## src/rtl/irq_prio_pkg.sv

```systemverilog
`default_nettype none
package irq_prio_pkg;
  localparam int NUM_SRC = 18;
  localparam int NUM_LVL = 4;
  // Special-function register addresses
  localparam logic [7:0] ADDR_PRIO_HI = 8'hb7;
  localparam logic [7:0] ADDR_PRIO_LO = 8'hb8;
  localparam logic [7:0] ADDR_EXT_LO = 8'hef;
  localparam logic [7:0] ADDR_EXT_HI = 8'hf7;
  localparam logic [7:0] ADDR_EXT2_LO = 8'hfe;
  localparam logic [7:0] ADDR_EXT2_HI = 8'hff;
  localparam logic [7:0] PRIO_RESET = 8'h00;
  localparam logic [7:0] PRIO_BYTE_MASK = 8'h7f;
  localparam logic [7:0] EXT2_BYTE_MASK = 8'h07;
  // Source index = natural rank minus one
  localparam int S_EXT0 = 0;
  localparam int S_BOD = 1;
  localparam int S_WDT = 2;
  localparam int S_TMR0 = 3;
  localparam int S_TWI = 4;
  localparam int S_ADC = 5;
  localparam int S_EXT1 = 6;
  localparam int S_PIN = 7;
  localparam int S_TMR1 = 8;
  localparam int S_SER0 = 9;
  localparam int S_FB = 10;
  localparam int S_SPI = 11;
  localparam int S_TMR2 = 12;
  localparam int S_CAP = 13;
  localparam int S_PWM = 14;
  localparam int S_SER1 = 15;
  localparam int S_TMR3 = 16;
  localparam int S_WKT = 17;
  localparam logic [15:0] VEC_RESET = 16'h0000;
  localparam logic [15:0] VEC_TABLE [NUM_SRC] = '{
    16'h0003, 16'h0043, 16'h0053, 16'h000b, 16'h0033, 16'h005b,
    16'h0013, 16'h003b, 16'h001b, 16'h0023, 16'h0073, 16'h004b,
    16'h002b, 16'h0063, 16'h006b, 16'h007b, 16'h0083, 16'h008b};
  localparam logic [NUM_SRC-1:0] WAKE_CAPABLE = 18'h200c7;
  // Field positions in the priority bytes
  localparam int B_EXT0 = 0;
  localparam int B_TMR0 = 1;
  localparam int B_EXT1 = 2;
  localparam int B_TMR1 = 3;
  localparam int B_SER0 = 4;
  localparam int B_BOD = 5;
  localparam int B_ADC = 6;
  localparam int E_TWI = 0;
  localparam int E_PIN = 1;
  localparam int E_CAP = 2;
  localparam int E_PWM = 3;
  localparam int E_WDT = 4;
  localparam int E_FB = 5;
  localparam int E_SPI = 6;
  localparam int E_TMR2 = 7;
  localparam int E2_SER1 = 0;
  localparam int E2_TMR3 = 1;
  localparam int E2_WKT = 2;
  typedef struct packed {
    logic [7:0] prio_lo;
    logic [7:0] prio_hi;
    logic [7:0] ext_lo;
    logic [7:0] ext_hi;
    logic [7:0] ext2_lo;
    logic [7:0] ext2_hi;
  } prio_regs_t;
  typedef struct packed {
    logic valid;
    logic [4:0] src;
    logic [15:0] vector;
    logic [1:0] level;
  } grant_t;
endpackage
`default_nettype wire

```

## src/rtl/interrupt_priority_resolver.sv

```systemverilog
`default_nettype none
////////////////////////////////////////////////////////////////////////////////
module interrupt_priority_resolver (
  // Clock and reset
  input wire logic CORE_CLK,
  input wire logic RSTN,
  // Register port
  input wire logic SFR_WR,
  input wire logic [7:0] SFR_ADDR,
  input wire logic [7:0] SFR_WDATA,
  output logic [7:0] SFR_RDATA,
  // Interrupt flags, one per source, multi-flag groups separate
  input wire logic [17:0] SRC_FLAG,
  input wire logic [7:0] PIN_CHANGE_FLAGS,
  input wire logic [1:0] SERIAL0_FLAGS,
  input wire logic [1:0] SERIAL1_FLAGS,
  input wire logic [2:0] SPI_FLAGS,
  input wire logic [1:0] TWI_FLAGS,
  input wire logic [2:0] CAPTURE_FLAGS,
  input wire logic [17:0] SRC_ENABLE,
  input wire logic GLOBAL_IRQ_ENABLE,
  // External interrupt pins and trigger selects
  input wire logic EXTINT0_PIN,
  input wire logic EXTINT1_PIN,
  input wire logic EXTINT0_TRIG_EDGE,
  input wire logic EXTINT1_TRIG_EDGE,
  input wire logic EXTINT0_SET,
  input wire logic EXTINT1_SET,
  input wire logic EXTINT0_SW_WR,
  input wire logic EXTINT1_SW_WR,
  input wire logic [1:0] EXTINT_SW_DATA,
  // Core handshake
  input wire logic POLL_OK,
  input wire logic RETURN_FROM_INTERRUPT,
  // Results
  output logic IRQ_TAKE,
  output logic [15:0] IRQ_VECTOR,
  output logic [4:0] IRQ_SOURCE,
  output logic [1:0] IRQ_LEVEL,
  output logic [3:0] IN_SERVICE,
  output logic EXTINT0_FLAG,
  output logic EXTINT1_FLAG,
  output logic TIMER_FLAG_CLR0,
  output logic TIMER_FLAG_CLR1,
  output logic TIMER_FLAG_CLR3,
  output logic WAKE_REQUEST
);
  ////////////////////////////////////////////////////////////////////////////////
  irq_prio_pkg::prio_regs_t regs, next_regs;
  logic [3:0] in_service, next_in_service;
  logic extint0_flag, next_extint0_flag, extint1_flag, next_extint1_flag;
  irq_prio_pkg::grant_t grant, next_grant;
  logic clr0, clr1, clr3, next_clr0, next_clr1, next_clr3;
  logic wake, next_wake;
  logic [7:0] rdata, next_rdata;
  logic [17:0] req;
  logic [1:0] lvl [18];
  logic [7:0] lo_byte [18];
  logic [7:0] hi_byte [18];
  logic [2:0] bitpos [18];

  ////////////////////////////////////////////////////////////////////////////////
  // Register file
  always_comb
  begin
    next_regs = regs;
    if (SFR_WR)
    begin
      if (SFR_ADDR == irq_prio_pkg::ADDR_PRIO_LO)
        next_regs.prio_lo = SFR_WDATA & irq_prio_pkg::PRIO_BYTE_MASK;
      if (SFR_ADDR == irq_prio_pkg::ADDR_PRIO_HI)
        next_regs.prio_hi = SFR_WDATA & irq_prio_pkg::PRIO_BYTE_MASK;
      if (SFR_ADDR == irq_prio_pkg::ADDR_EXT_LO)
        next_regs.ext_lo = SFR_WDATA;
      if (SFR_ADDR == irq_prio_pkg::ADDR_EXT_HI)
        next_regs.ext_hi = SFR_WDATA;
      if (SFR_ADDR == irq_prio_pkg::ADDR_EXT2_LO)
        next_regs.ext2_lo = SFR_WDATA & irq_prio_pkg::EXT2_BYTE_MASK;
      if (SFR_ADDR == irq_prio_pkg::ADDR_EXT2_HI)
        next_regs.ext2_hi = SFR_WDATA & irq_prio_pkg::EXT2_BYTE_MASK;
    end
    unique case (SFR_ADDR)
      irq_prio_pkg::ADDR_PRIO_LO: next_rdata = regs.prio_lo;
      irq_prio_pkg::ADDR_PRIO_HI: next_rdata = regs.prio_hi;
      irq_prio_pkg::ADDR_EXT_LO: next_rdata = regs.ext_lo;
      irq_prio_pkg::ADDR_EXT_HI: next_rdata = regs.ext_hi;
      irq_prio_pkg::ADDR_EXT2_LO: next_rdata = regs.ext2_lo;
      irq_prio_pkg::ADDR_EXT2_HI: next_rdata = regs.ext2_hi;
      default: next_rdata = 8'h00;
    endcase
  end

  always_ff @(posedge CORE_CLK)
  begin
    if (!RSTN)
    begin
      regs <= '{default: irq_prio_pkg::PRIO_RESET};
      rdata <= 8'h00;
    end
    else
    begin
      regs <= next_regs;
      rdata <= next_rdata;
    end
  end

  ////////////////////////////////////////////////////////////////////////////////
  // Per-source level lookup: which byte pair and which bit
  always_comb
  begin
    for (int i = 0; i < 18; i++)
    begin
      lo_byte[i] = regs.ext_lo;
      hi_byte[i] = regs.ext_hi;
      bitpos[i] = 3'h0;
    end
    lo_byte[irq_prio_pkg::S_EXT0] = regs.prio_lo;
    lo_byte[irq_prio_pkg::S_TMR0] = regs.prio_lo;
    lo_byte[irq_prio_pkg::S_EXT1] = regs.prio_lo;
    lo_byte[irq_prio_pkg::S_TMR1] = regs.prio_lo;
    lo_byte[irq_prio_pkg::S_SER0] = regs.prio_lo;
    lo_byte[irq_prio_pkg::S_BOD] = regs.prio_lo;
    lo_byte[irq_prio_pkg::S_ADC] = regs.prio_lo;
    hi_byte[irq_prio_pkg::S_EXT0] = regs.prio_hi;
    hi_byte[irq_prio_pkg::S_TMR0] = regs.prio_hi;
    hi_byte[irq_prio_pkg::S_EXT1] = regs.prio_hi;
    hi_byte[irq_prio_pkg::S_TMR1] = regs.prio_hi;
    hi_byte[irq_prio_pkg::S_SER0] = regs.prio_hi;
    hi_byte[irq_prio_pkg::S_BOD] = regs.prio_hi;
    hi_byte[irq_prio_pkg::S_ADC] = regs.prio_hi;
    lo_byte[irq_prio_pkg::S_SER1] = regs.ext2_lo;
    lo_byte[irq_prio_pkg::S_TMR3] = regs.ext2_lo;
    lo_byte[irq_prio_pkg::S_WKT] = regs.ext2_lo;
    hi_byte[irq_prio_pkg::S_SER1] = regs.ext2_hi;
    hi_byte[irq_prio_pkg::S_TMR3] = regs.ext2_hi;
    hi_byte[irq_prio_pkg::S_WKT] = regs.ext2_hi;
    bitpos[irq_prio_pkg::S_EXT0] = 3'(irq_prio_pkg::B_EXT0);
    bitpos[irq_prio_pkg::S_TMR0] = 3'(irq_prio_pkg::B_TMR0);
    bitpos[irq_prio_pkg::S_EXT1] = 3'(irq_prio_pkg::B_EXT1);
    bitpos[irq_prio_pkg::S_TMR1] = 3'(irq_prio_pkg::B_TMR1);
    bitpos[irq_prio_pkg::S_SER0] = 3'(irq_prio_pkg::B_SER0);
    bitpos[irq_prio_pkg::S_BOD] = 3'(irq_prio_pkg::B_BOD);
    bitpos[irq_prio_pkg::S_ADC] = 3'(irq_prio_pkg::B_ADC);
    bitpos[irq_prio_pkg::S_TWI] = 3'(irq_prio_pkg::E_TWI);
    bitpos[irq_prio_pkg::S_PIN] = 3'(irq_prio_pkg::E_PIN);
    bitpos[irq_prio_pkg::S_CAP] = 3'(irq_prio_pkg::E_CAP);
    bitpos[irq_prio_pkg::S_PWM] = 3'(irq_prio_pkg::E_PWM);
    bitpos[irq_prio_pkg::S_WDT] = 3'(irq_prio_pkg::E_WDT);
    bitpos[irq_prio_pkg::S_FB] = 3'(irq_prio_pkg::E_FB);
    bitpos[irq_prio_pkg::S_SPI] = 3'(irq_prio_pkg::E_SPI);
    bitpos[irq_prio_pkg::S_TMR2] = 3'(irq_prio_pkg::E_TMR2);
    bitpos[irq_prio_pkg::S_SER1] = 3'(irq_prio_pkg::E2_SER1);
    bitpos[irq_prio_pkg::S_TMR3] = 3'(irq_prio_pkg::E2_TMR3);
    bitpos[irq_prio_pkg::S_WKT] = 3'(irq_prio_pkg::E2_WKT);
  end

  ////////////////////////////////////////////////////////////////////////////////
  // Requests
  genvar g;
  generate
    for (g = 0; g < 18; g++)
    begin : gen_src
      logic raw;
      always_comb
      begin
        unique case (g)
          irq_prio_pkg::S_EXT0: raw = extint0_flag;
          irq_prio_pkg::S_EXT1: raw = extint1_flag;
          irq_prio_pkg::S_PIN: raw = |PIN_CHANGE_FLAGS;
          irq_prio_pkg::S_SER0: raw = |SERIAL0_FLAGS;
          irq_prio_pkg::S_SER1: raw = |SERIAL1_FLAGS;
          irq_prio_pkg::S_SPI: raw = |SPI_FLAGS;
          irq_prio_pkg::S_TWI: raw = |TWI_FLAGS;
          irq_prio_pkg::S_CAP: raw = |CAPTURE_FLAGS;
          default: raw = SRC_FLAG[g];
        endcase
      end
      assign lvl[g] = {hi_byte[g][bitpos[g]], lo_byte[g][bitpos[g]]};
      // Global gate; flags stay set at source
      assign req[g] = raw & SRC_ENABLE[g] & GLOBAL_IRQ_ENABLE;
    end
  endgenerate

  ////////////////////////////////////////////////////////////////////////////////
  // Resolution and nesting
  always_comb
  begin
    logic found;
    logic [1:0] best_lvl;
    logic [4:0] best_src;
    logic [3:0] floor_mask;
    found = 1'b0;
    best_lvl = 2'h0;
    best_src = 5'h00;
    floor_mask = 4'h0;
    next_in_service = in_service;
    if (RETURN_FROM_INTERRUPT)
    begin
      for (int l = 0; l < 4; l++)
        if (in_service[l] && ((in_service >> (l + 1)) == 4'h0))
          next_in_service[l] = 1'b0;
    end
    for (int i = 17; i >= 0; i--)
      if (req[i] && (!found || lvl[i] >= best_lvl))
      begin
        found = 1'b1;
        best_lvl = lvl[i];
        best_src = 5'(i);
      end
    // Strictly above every level in service
    for (int l = 0; l < 4; l++)
      if (32'(best_lvl) <= l)
        floor_mask[l] = 1'b1;
    next_grant = '0;
    if (found && POLL_OK && !RETURN_FROM_INTERRUPT && ((in_service & floor_mask) == 4'h0))
    begin
      next_grant.valid = 1'b1;
      next_grant.src = best_src;
      next_grant.vector = irq_prio_pkg::VEC_TABLE[best_src];
      next_grant.level = best_lvl;
      next_in_service[best_lvl] = 1'b1;
    end
    next_wake = |(req & irq_prio_pkg::WAKE_CAPABLE);
    // Timer 0, 1, 3 cleared on entry
    next_clr0 = next_grant.valid && best_src == 5'(irq_prio_pkg::S_TMR0);
    next_clr1 = next_grant.valid && best_src == 5'(irq_prio_pkg::S_TMR1);
    next_clr3 = next_grant.valid && best_src == 5'(irq_prio_pkg::S_TMR3);
    // External flags: set wins over clear in edge mode; in level mode the flag follows the inverted pin
    next_extint0_flag = extint0_flag;
    next_extint1_flag = extint1_flag;
    if (EXTINT0_TRIG_EDGE)
    begin
      if (EXTINT0_SW_WR)
        next_extint0_flag = EXTINT_SW_DATA[0];
      if (next_grant.valid && best_src == 5'(irq_prio_pkg::S_EXT0))
        next_extint0_flag = 1'b0;
      if (EXTINT0_SET)
        next_extint0_flag = 1'b1;
    end
    else
      next_extint0_flag = ~EXTINT0_PIN;
    if (EXTINT1_TRIG_EDGE)
    begin
      if (EXTINT1_SW_WR)
        next_extint1_flag = EXTINT_SW_DATA[1];
      if (next_grant.valid && best_src == 5'(irq_prio_pkg::S_EXT1))
        next_extint1_flag = 1'b0;
      if (EXTINT1_SET)
        next_extint1_flag = 1'b1;
    end
    else
      next_extint1_flag = ~EXTINT1_PIN;
  end

  always_ff @(posedge CORE_CLK)
  begin
    if (!RSTN)
    begin
      in_service <= 4'h0;
      grant <= '0;
      extint0_flag <= 1'b0;
      extint1_flag <= 1'b0;
      clr0 <= 1'b0;
      clr1 <= 1'b0;
      clr3 <= 1'b0;
      wake <= 1'b0;
    end
    else
    begin
      in_service <= next_in_service;
      grant <= next_grant;
      extint0_flag <= next_extint0_flag;
      extint1_flag <= next_extint1_flag;
      clr0 <= next_clr0;
      clr1 <= next_clr1;
      clr3 <= next_clr3;
      wake <= next_wake;
    end
  end

  assign SFR_RDATA = rdata;
  assign IRQ_TAKE = grant.valid;
  assign IRQ_VECTOR = grant.vector;
  assign IRQ_SOURCE = grant.src;
  assign IRQ_LEVEL = grant.level;
  assign IN_SERVICE = in_service;
  assign EXTINT0_FLAG = extint0_flag;
  assign EXTINT1_FLAG = extint1_flag;
  assign TIMER_FLAG_CLR0 = clr0;
  assign TIMER_FLAG_CLR1 = clr1;
  assign TIMER_FLAG_CLR3 = clr3;
  assign WAKE_REQUEST = wake;
endmodule
`default_nettype wire

```

## config.mk

```make
export PLATFORM = sky130hd
export DESIGN_NAME = interrupt_priority_resolver
export DESIGN_NICKNAME = d
export VERILOG_FILES = /design/src/rtl/irq_prio_pkg.sv /design/src/rtl/interrupt_priority_resolver.sv
export SDC_FILE = /design/constraint.sdc
export NUM_CORES = 1
export LEC_CHECK = 0
export ABC_AREA = 1
export BUFFER_PORTS_ARGS = -buffer_cell sky130_fd_sc_hd__buf_2
export CORE_UTILIZATION = 57
export CTS_CLUSTER_DIAMETER = 100
export CTS_CLUSTER_SIZE = 40
export DETAILED_ROUTE_END_ITERATION = 16
export HOLD_SLACK_MARGIN = 0.12
export PLACE_DENSITY = 0.86
export SYNTH_ARGS = -nofsm -noshare
export SYNTH_HDL_FRONTEND = slang
export SYNTH_SLANG_ARGS = --single-unit
```

## constraint.sdc

```tcl
create_clock -name CORE_CLK -period 58.7 [get_ports CORE_CLK]
set_clock_uncertainty 0.1 [all_clocks]
set_input_delay 14.675 -clock CORE_CLK [delete_from_list [all_inputs] [get_ports CORE_CLK]]
set_output_delay 14.675 -clock CORE_CLK [all_outputs]
set_load 0.01 [all_outputs]
```

== Yosys cells after proc, flatten, opt, wreduce, memory -nomap -nowiden ==
Memories as Yosys holds them, arrays and structs flattened.
Index checks and enable logic that the tools add are counted.
Word-level totals
  register bits: 78
  latch bits: 0
  bits in writable memories: 0
  bits in read-only memories: 512
  input port bits: 88
  output and inout bits: 42
  word-level logic and storage cells: 254
  memories: 1
Memory list
  (no name shown): depth 32, width 16, rd ports 1, clocked after Yosys merged registers in 0, wr ports 0, line interrupt_priority_resolver.sv:219  | next_grant.vector = irq_prio_pkg::VEC_TABLE[best_src];
Operators by class
  add/subtract/negate cells: 0
  multipliers: 0
  div/mod/pow operators: 0
  $lt $le $gt $ge: 23
  equality and inequality tests: 12
  shift operators: 0
  muxes and demuxes: 76
  bitwise logic cells: 41
  reductions and logical operators: 83
Operators by type and width (count)
  5-bit 2-to-1 mux: 18
  8-bit equality test, second input constant: 6
  8-bit one-hot mux with 6 select lines: 1
  1-bit bitwise AND: 36
  2-bit 2-to-1 mux: 18
  2-bit greater-or-equal comparator: 17
  1-bit 2-to-1 mux: 33
  16-bit 2-to-1 mux: 2
  1-bit logical AND: 29
  24-bit 2-to-1 mux: 1
  1-bit logical NOT: 18
  1-bit logical OR: 17
  4-bit logical NOT: 4
  2-bit AND reduction: 7
  4-bit 2-to-1 mux: 2
  4-bit by 1-bit inequality test with 1-bit output, second input constant: 2
  8-bit OR reduction: 1
  6-bit greater-or-equal comparator, second input constant: 1
  5-bit inverter with 6-bit output: 1
  2-bit OR reduction: 3
  3-bit OR reduction: 2
  6-bit OR reduction: 1
  5-bit by 2-bit equality test with 1-bit output, second input constant: 1
  5-bit by 3-bit equality test with 1-bit output, second input constant: 1
  11 further kinds: 13

== Longest topological paths before layout ==
  word-level depth: 81
  gate-level depth with buffers: 152

== Worst setup path after synthesis ==
Ideal clock, no wire load.
  path type: input-to-reg
  start: input GLOBAL_IRQ_ENABLE
  end: register grant (netlist bit IRQ_VECTOR[3])
  library setup time: 0.115 ns
  data arrival time: 30.034 ns
  path slack: 28.450 ns
  stages on the path: 133
  path buffers: 1
  cell sequence: buf_6 -> nand3_4 -> nor2_1 -> inv_1 -> ha_1 -> o21ai_0 -> nand2_1 -> nand2_2 -> o21ai_0 -> ha_1 -> inv_1 -> nand2_1 -> nand2_1 -> nand3_2 -> nand2_2 -> nand2_1 -> o21ai_0 -> ha_1 -> [97 not listed] -> inv_1 -> nand2_1 -> nand2_1 -> ha_1 -> o21ai_0 -> nand3b_1 -> nand2_1 -> inv_1 -> a21oi_1 -> inv_1 -> ha_1 -> inv_1 -> nand2_1 -> o21ai_0 -> nand2_1 -> nand2_1 -> a21oi_1 -> nor2_1
On the way
  longest elaborated chain between the ends: 76
  elaborated cells between the ends (all ways): 156
  those cells by class: 20 x order compare; 59 x mux; 20 x bitwise; 56 x reduce/logical; 1 x memory
RTL lines
  from (decl): line interrupt_priority_resolver.sv:21  | input wire logic GLOBAL_IRQ_ENABLE,
  parallel branches: the longest is 76 deep, another holds 2-bit greater-or-equal comparator
  to (signal assigned): line interrupt_priority_resolver.sv:271  | grant <= next_grant;
  to (decl): line interrupt_priority_resolver.sv:52  | irq_prio_pkg::grant_t grant, next_grant;
Parallel ways; which one is timed is not known. The select of a mux whose other input is x is not followed.
A chain may end at the register's enable or synchronous reset.

== Worst setup path in the final report ==
  start: input GLOBAL_IRQ_ENABLE
  end: register extint0_flag, in the netlist EXTINT0_FLAG
On the way
  longest elaborated chain between the ends: 80
  elaborated cells between the ends (all ways): 158
  those cells by class: 20 x order compare; 1 x eq/ne; 61 x mux; 19 x bitwise; 57 x reduce/logical
RTL lines
  1-bit bitwise AND: line interrupt_priority_resolver.sv:180  | assign req[g] = raw & SRC_ENABLE[g] & GLOBAL_IRQ_ENABLE;
  2-bit 2-to-1 mux or 1-bit 2-to-1 mux (tied branches): line interrupt_priority_resolver.sv:204  | if (req[i] && (!found || lvl[i] >= best_lvl))
  2-bit greater-or-equal comparator or 1-bit logical NOT (tied branches): line interrupt_priority_resolver.sv:204
  1-bit logical OR: line interrupt_priority_resolver.sv:204
  1-bit logical AND: line interrupt_priority_resolver.sv:204
  2-bit 2-to-1 mux or 1-bit 2-to-1 mux (tied branches): line interrupt_priority_resolver.sv:204
  2-bit greater-or-equal comparator or 1-bit logical NOT (tied branches): line interrupt_priority_resolver.sv:204
  1-bit logical OR: line interrupt_priority_resolver.sv:204
  [64 not listed]
  4-bit bitwise AND: line interrupt_priority_resolver.sv:215  | if (found && POLL_OK && !RETURN_FROM_INTERRUPT && ((in_service & floor_mask) == 4'h0))
  4-bit logical NOT: line interrupt_priority_resolver.sv:215
  1-bit logical AND: line interrupt_priority_resolver.sv:215
  24-bit 2-to-1 mux: line interrupt_priority_resolver.sv:215
  1-bit logical AND *: line interrupt_priority_resolver.sv:235  | if (next_grant.valid && best_src == 5'(irq_prio_pkg::S_EXT0))
  1-bit 2-to-1 mux: line interrupt_priority_resolver.sv:235
  1-bit 2-to-1 mux: line interrupt_priority_resolver.sv:237  | if (EXTINT0_SET)
  1-bit 2-to-1 mux: line interrupt_priority_resolver.sv:231  | if (EXTINT0_TRIG_EDGE)
  to (signal assigned): line interrupt_priority_resolver.sv:272  | extint0_flag <= next_extint0_flag;
  to (decl): line interrupt_priority_resolver.sv:51  | logic extint0_flag, next_extint0_flag, extint1_flag, next_extint1_flag;
Mark *: on every way between the ends. The rest lies on a longest branch, timed or not.

==> run_results.csv <==
group,metric,value,unit
outcome,status,"complete, no violations",
logic_synthesis,synth_top_area_cell,"dfxtp_1",
clock_tree,cts_root_buf,"clkbuf_8",
die,core_area,0.00818,sq mm
clock_tree,cts_tree,"yes",
route,wl_per_cell,13.8,um
sta,drv_slew,0,
global_routing,grt_max_degree,44,
critical_path,end_kind,"flip-flop",
sta,tightest_slew,850,ps
sta,period_needed,32960,ps
clock_tree,cts.sinks,67,
place,dpl.cell_count,917,
finish,syn2layout_area_growth,16.4,%
route,via_per_inst,5.52,
critical_path,crit_fanout,16,
clock_tree,hold_buffers,0,
die,start_util,58.4,%
die,die-area,0.00875,sq mm
route,drtIter0Drc,471,
die,die_y,93.5,um
clock_tree,post_cts_buffers,0,
power_and_ir_drop,power_per_cell_area,19.9,mW/mm^2
power_and_ir_drop,leakagePower,2.76,nW
die,ios,130,
critical_path,crit_top_cell,"nand2_1",
sta,finalSetupViolations,0,
route,vias,5153,
worst_hold_path,min_path_type,"flip-flop to flip-flop",
logic_synthesis,syn_inst,714,
sta,finalSetupTns,0,ps
critical_path,start_kind,"input pin",
clock_tree,cts-buffers-inserted,9,
die,fp-row-count,33,
sta,max_slew_margin,42.8,%
clock_tree,clockBufferDepth,2,
die,fp.dieW,93.5,um
finish,final_cells,933,
sta,post-route-period-util,56.1,%
logic_synthesis,synth_area_leaders,"dfxtp_1, nand2_1, inv_1",
logic_synthesis,synth_top_area_share,28.1,%
logic_synthesis,yosys_warnings,0,
clock_tree,clock_latency,350,ps
clock_tree,cts_htree_levels,3,
clock_tree,post_cts_resized,0,
sta,rsz0062_at_grt,"false",
place,gp_congestion,0.912,
critical_path,reg2regPathDepth,135,
global_routing,grt-ovfl-total,0,
critical_path,reg2reg_slack,40320,ps
place,place_hpwl,10100,um
finish,num-fill-cells,727,
logic_synthesis,postSynthAreaPerCell,6.69,sq um
critical_path,cp_data_arrival_time,33150,ps
finish,final_cell_mix,"nand2_1, inv_1, buf_2, o21ai_0, dfxtp_1",
finish,final_layout_size_suffix_gt1_share,23.7,%
power_and_ir_drop,irDropWorstVdd,0.0181,mV
global_routing,grt_pass1_vias,4775,
sta,fmax,30.3,MHz
logic_synthesis,netlist_area,0.00478,sq mm
critical_path,cp_data_required_time,58890,ps
critical_path,timing.rr.end,"EXTINT0_FLAG",
finish,fin_nets,941,
route,ant_nets,0,
logic_synthesis,ys_seq_area_share,28.1,%
route,drt_wl_total,12900,um
route,drt-pass1-iter-count,5,
critical_path,r2r_start,"hi_byte[2]",
global_routing,grt_pass1_wl,20900,um
place,port_buffers,112,
critical_path,crit_end,"EXTINT0_FLAG",
logic_synthesis,ys_ff_latch,67,
critical_path,crit_path_max_incr_delay,450,ps
global_routing,antenna_found_initial,0,
global_routing,track_usage,30.3,%
route,route.detailed.drc,0,
critical_path,startpoint,"GLOBAL_IRQ_ENABLE",
critical_path,cp_slowest_cell,"or3b_2",
logic_synthesis,synth.distinct_cells,43,
clock_tree,clk_pin_slew_worst_paths,80,ps
critical_path,criticalPathCategory,"input pin to flip-flop",
finish,mostFrequentLayoutCell,"nand2_1",
flow_run,cap_violations,0,
finish,diodes,0,
sta,hold_violations,0,
==> synth_stat cells, drive strengths merged <==
library cell / n
a21oi: 51
a221oi: 1
a22oi: 1
a31oi: 2
and2: 3
buf: 13
clkbuf: 9
clkinv: 2
conb: 1
dfxtp: 67
ha: 30
inv: 117
nand2: 156
nand3: 73
nand3b: 6
nand4: 3
nor2: 60
nor3: 8
nor3b: 2
nor4: 11
o211ai: 2
o21a: 1
o21ai: 74
o221ai: 1
o22ai: 14
o31ai: 3
o41ai: 1
or2: 1
or3b: 1
==> per-stage QoR <==
stage          hold slack [ps]  setup slack [ps]  util (%)  cell area [sq um]  total power, W
3_3_place_gp               373             26430      65.5               5360       0.0000699
4_1_cts                    396             25940      68.0               5560        0.000110
3_5_place_dp               380             25740      65.5               5360       0.0000710
5_1_grt                    419             23840      68.0               5560        0.000116
2_1_floorplan              340             28450         -               4810       0.0000641
6_report                   398             25740      68.0               5560        0.000111
==> worst max-delay path: cells and delay by family <==
family / cells / cell delay, ps
adder cells (fa/ha/maj): 17 / 4740
AO/OA/AOI/OAI: 32 / 4580
buffers and inverters: 14 / 1360
AND/OR/NAND/NOR: 73 / 7730
==> report_power, final <==
| group | internal, W | switching, W |
|---|---|---|
| clock network | 0.0000210 | 0.0000193 |
| registers | 0.0000462 | 0.000000310 |
| logic | 0.00000849 | 0.0000155 |
==> flip-flops by register name, indices dropped and copies added, names as in the netlist, 2 cells and up <==
register and cells:
IN_SERVICE 4, IRQ_SOURCE 4, IRQ_VECTOR 6, lo_byte 18, IRQ_LEVEL 2, SFR_RDATA 8, hi_byte 18
==> kinds of logic after synthesis <==
group,share of synthesized area [%]
compound gates,17.0
simple gates,34.7
fa+ha+maj,7.86
other cells,0.0785
flops,28.1
buf+inv,12.3
==> how the worst min path moves through the flow <==
stage | startpoint | cells after the start | endpoint
2_1_floorplan | lo_byte[31] | 2 | SFR_RDATA[7]
3_3_place_gp | lo_byte[2] | 2 | lo_byte[2]
3_5_place_dp | lo_byte[24] | 2 | SFR_RDATA[0]
4_1_cts | lo_byte[24] | 2 | SFR_RDATA[0]
5_1_grt | lo_byte[31] | 2 | SFR_RDATA[7]
6_report | lo_byte[24] | 2 | SFR_RDATA[0]
==> area by class of cell <==
cell class                 instances  area, sq um  share of cell area, %
clock inverter                     5         60.1                   1.08
sequential                        67         1340                   24.1
inverter                         119          447                   8.03
timing repair buffer             112          561                   10.1
clock buffer                      11          141                   2.54
tap                              105          131                   2.36
multi-input combinational        514         2880                   51.8
==> metal layers <==
metal | global-route usage (%) | wire length [um]
met1 | 37.5 | 5200
met2 | 51.0 | 6100
met3 | 5.69 | 1100
met4 | 13.7 | 486
met5 | 0 | 0
Power figures use the tool's default switching activity.
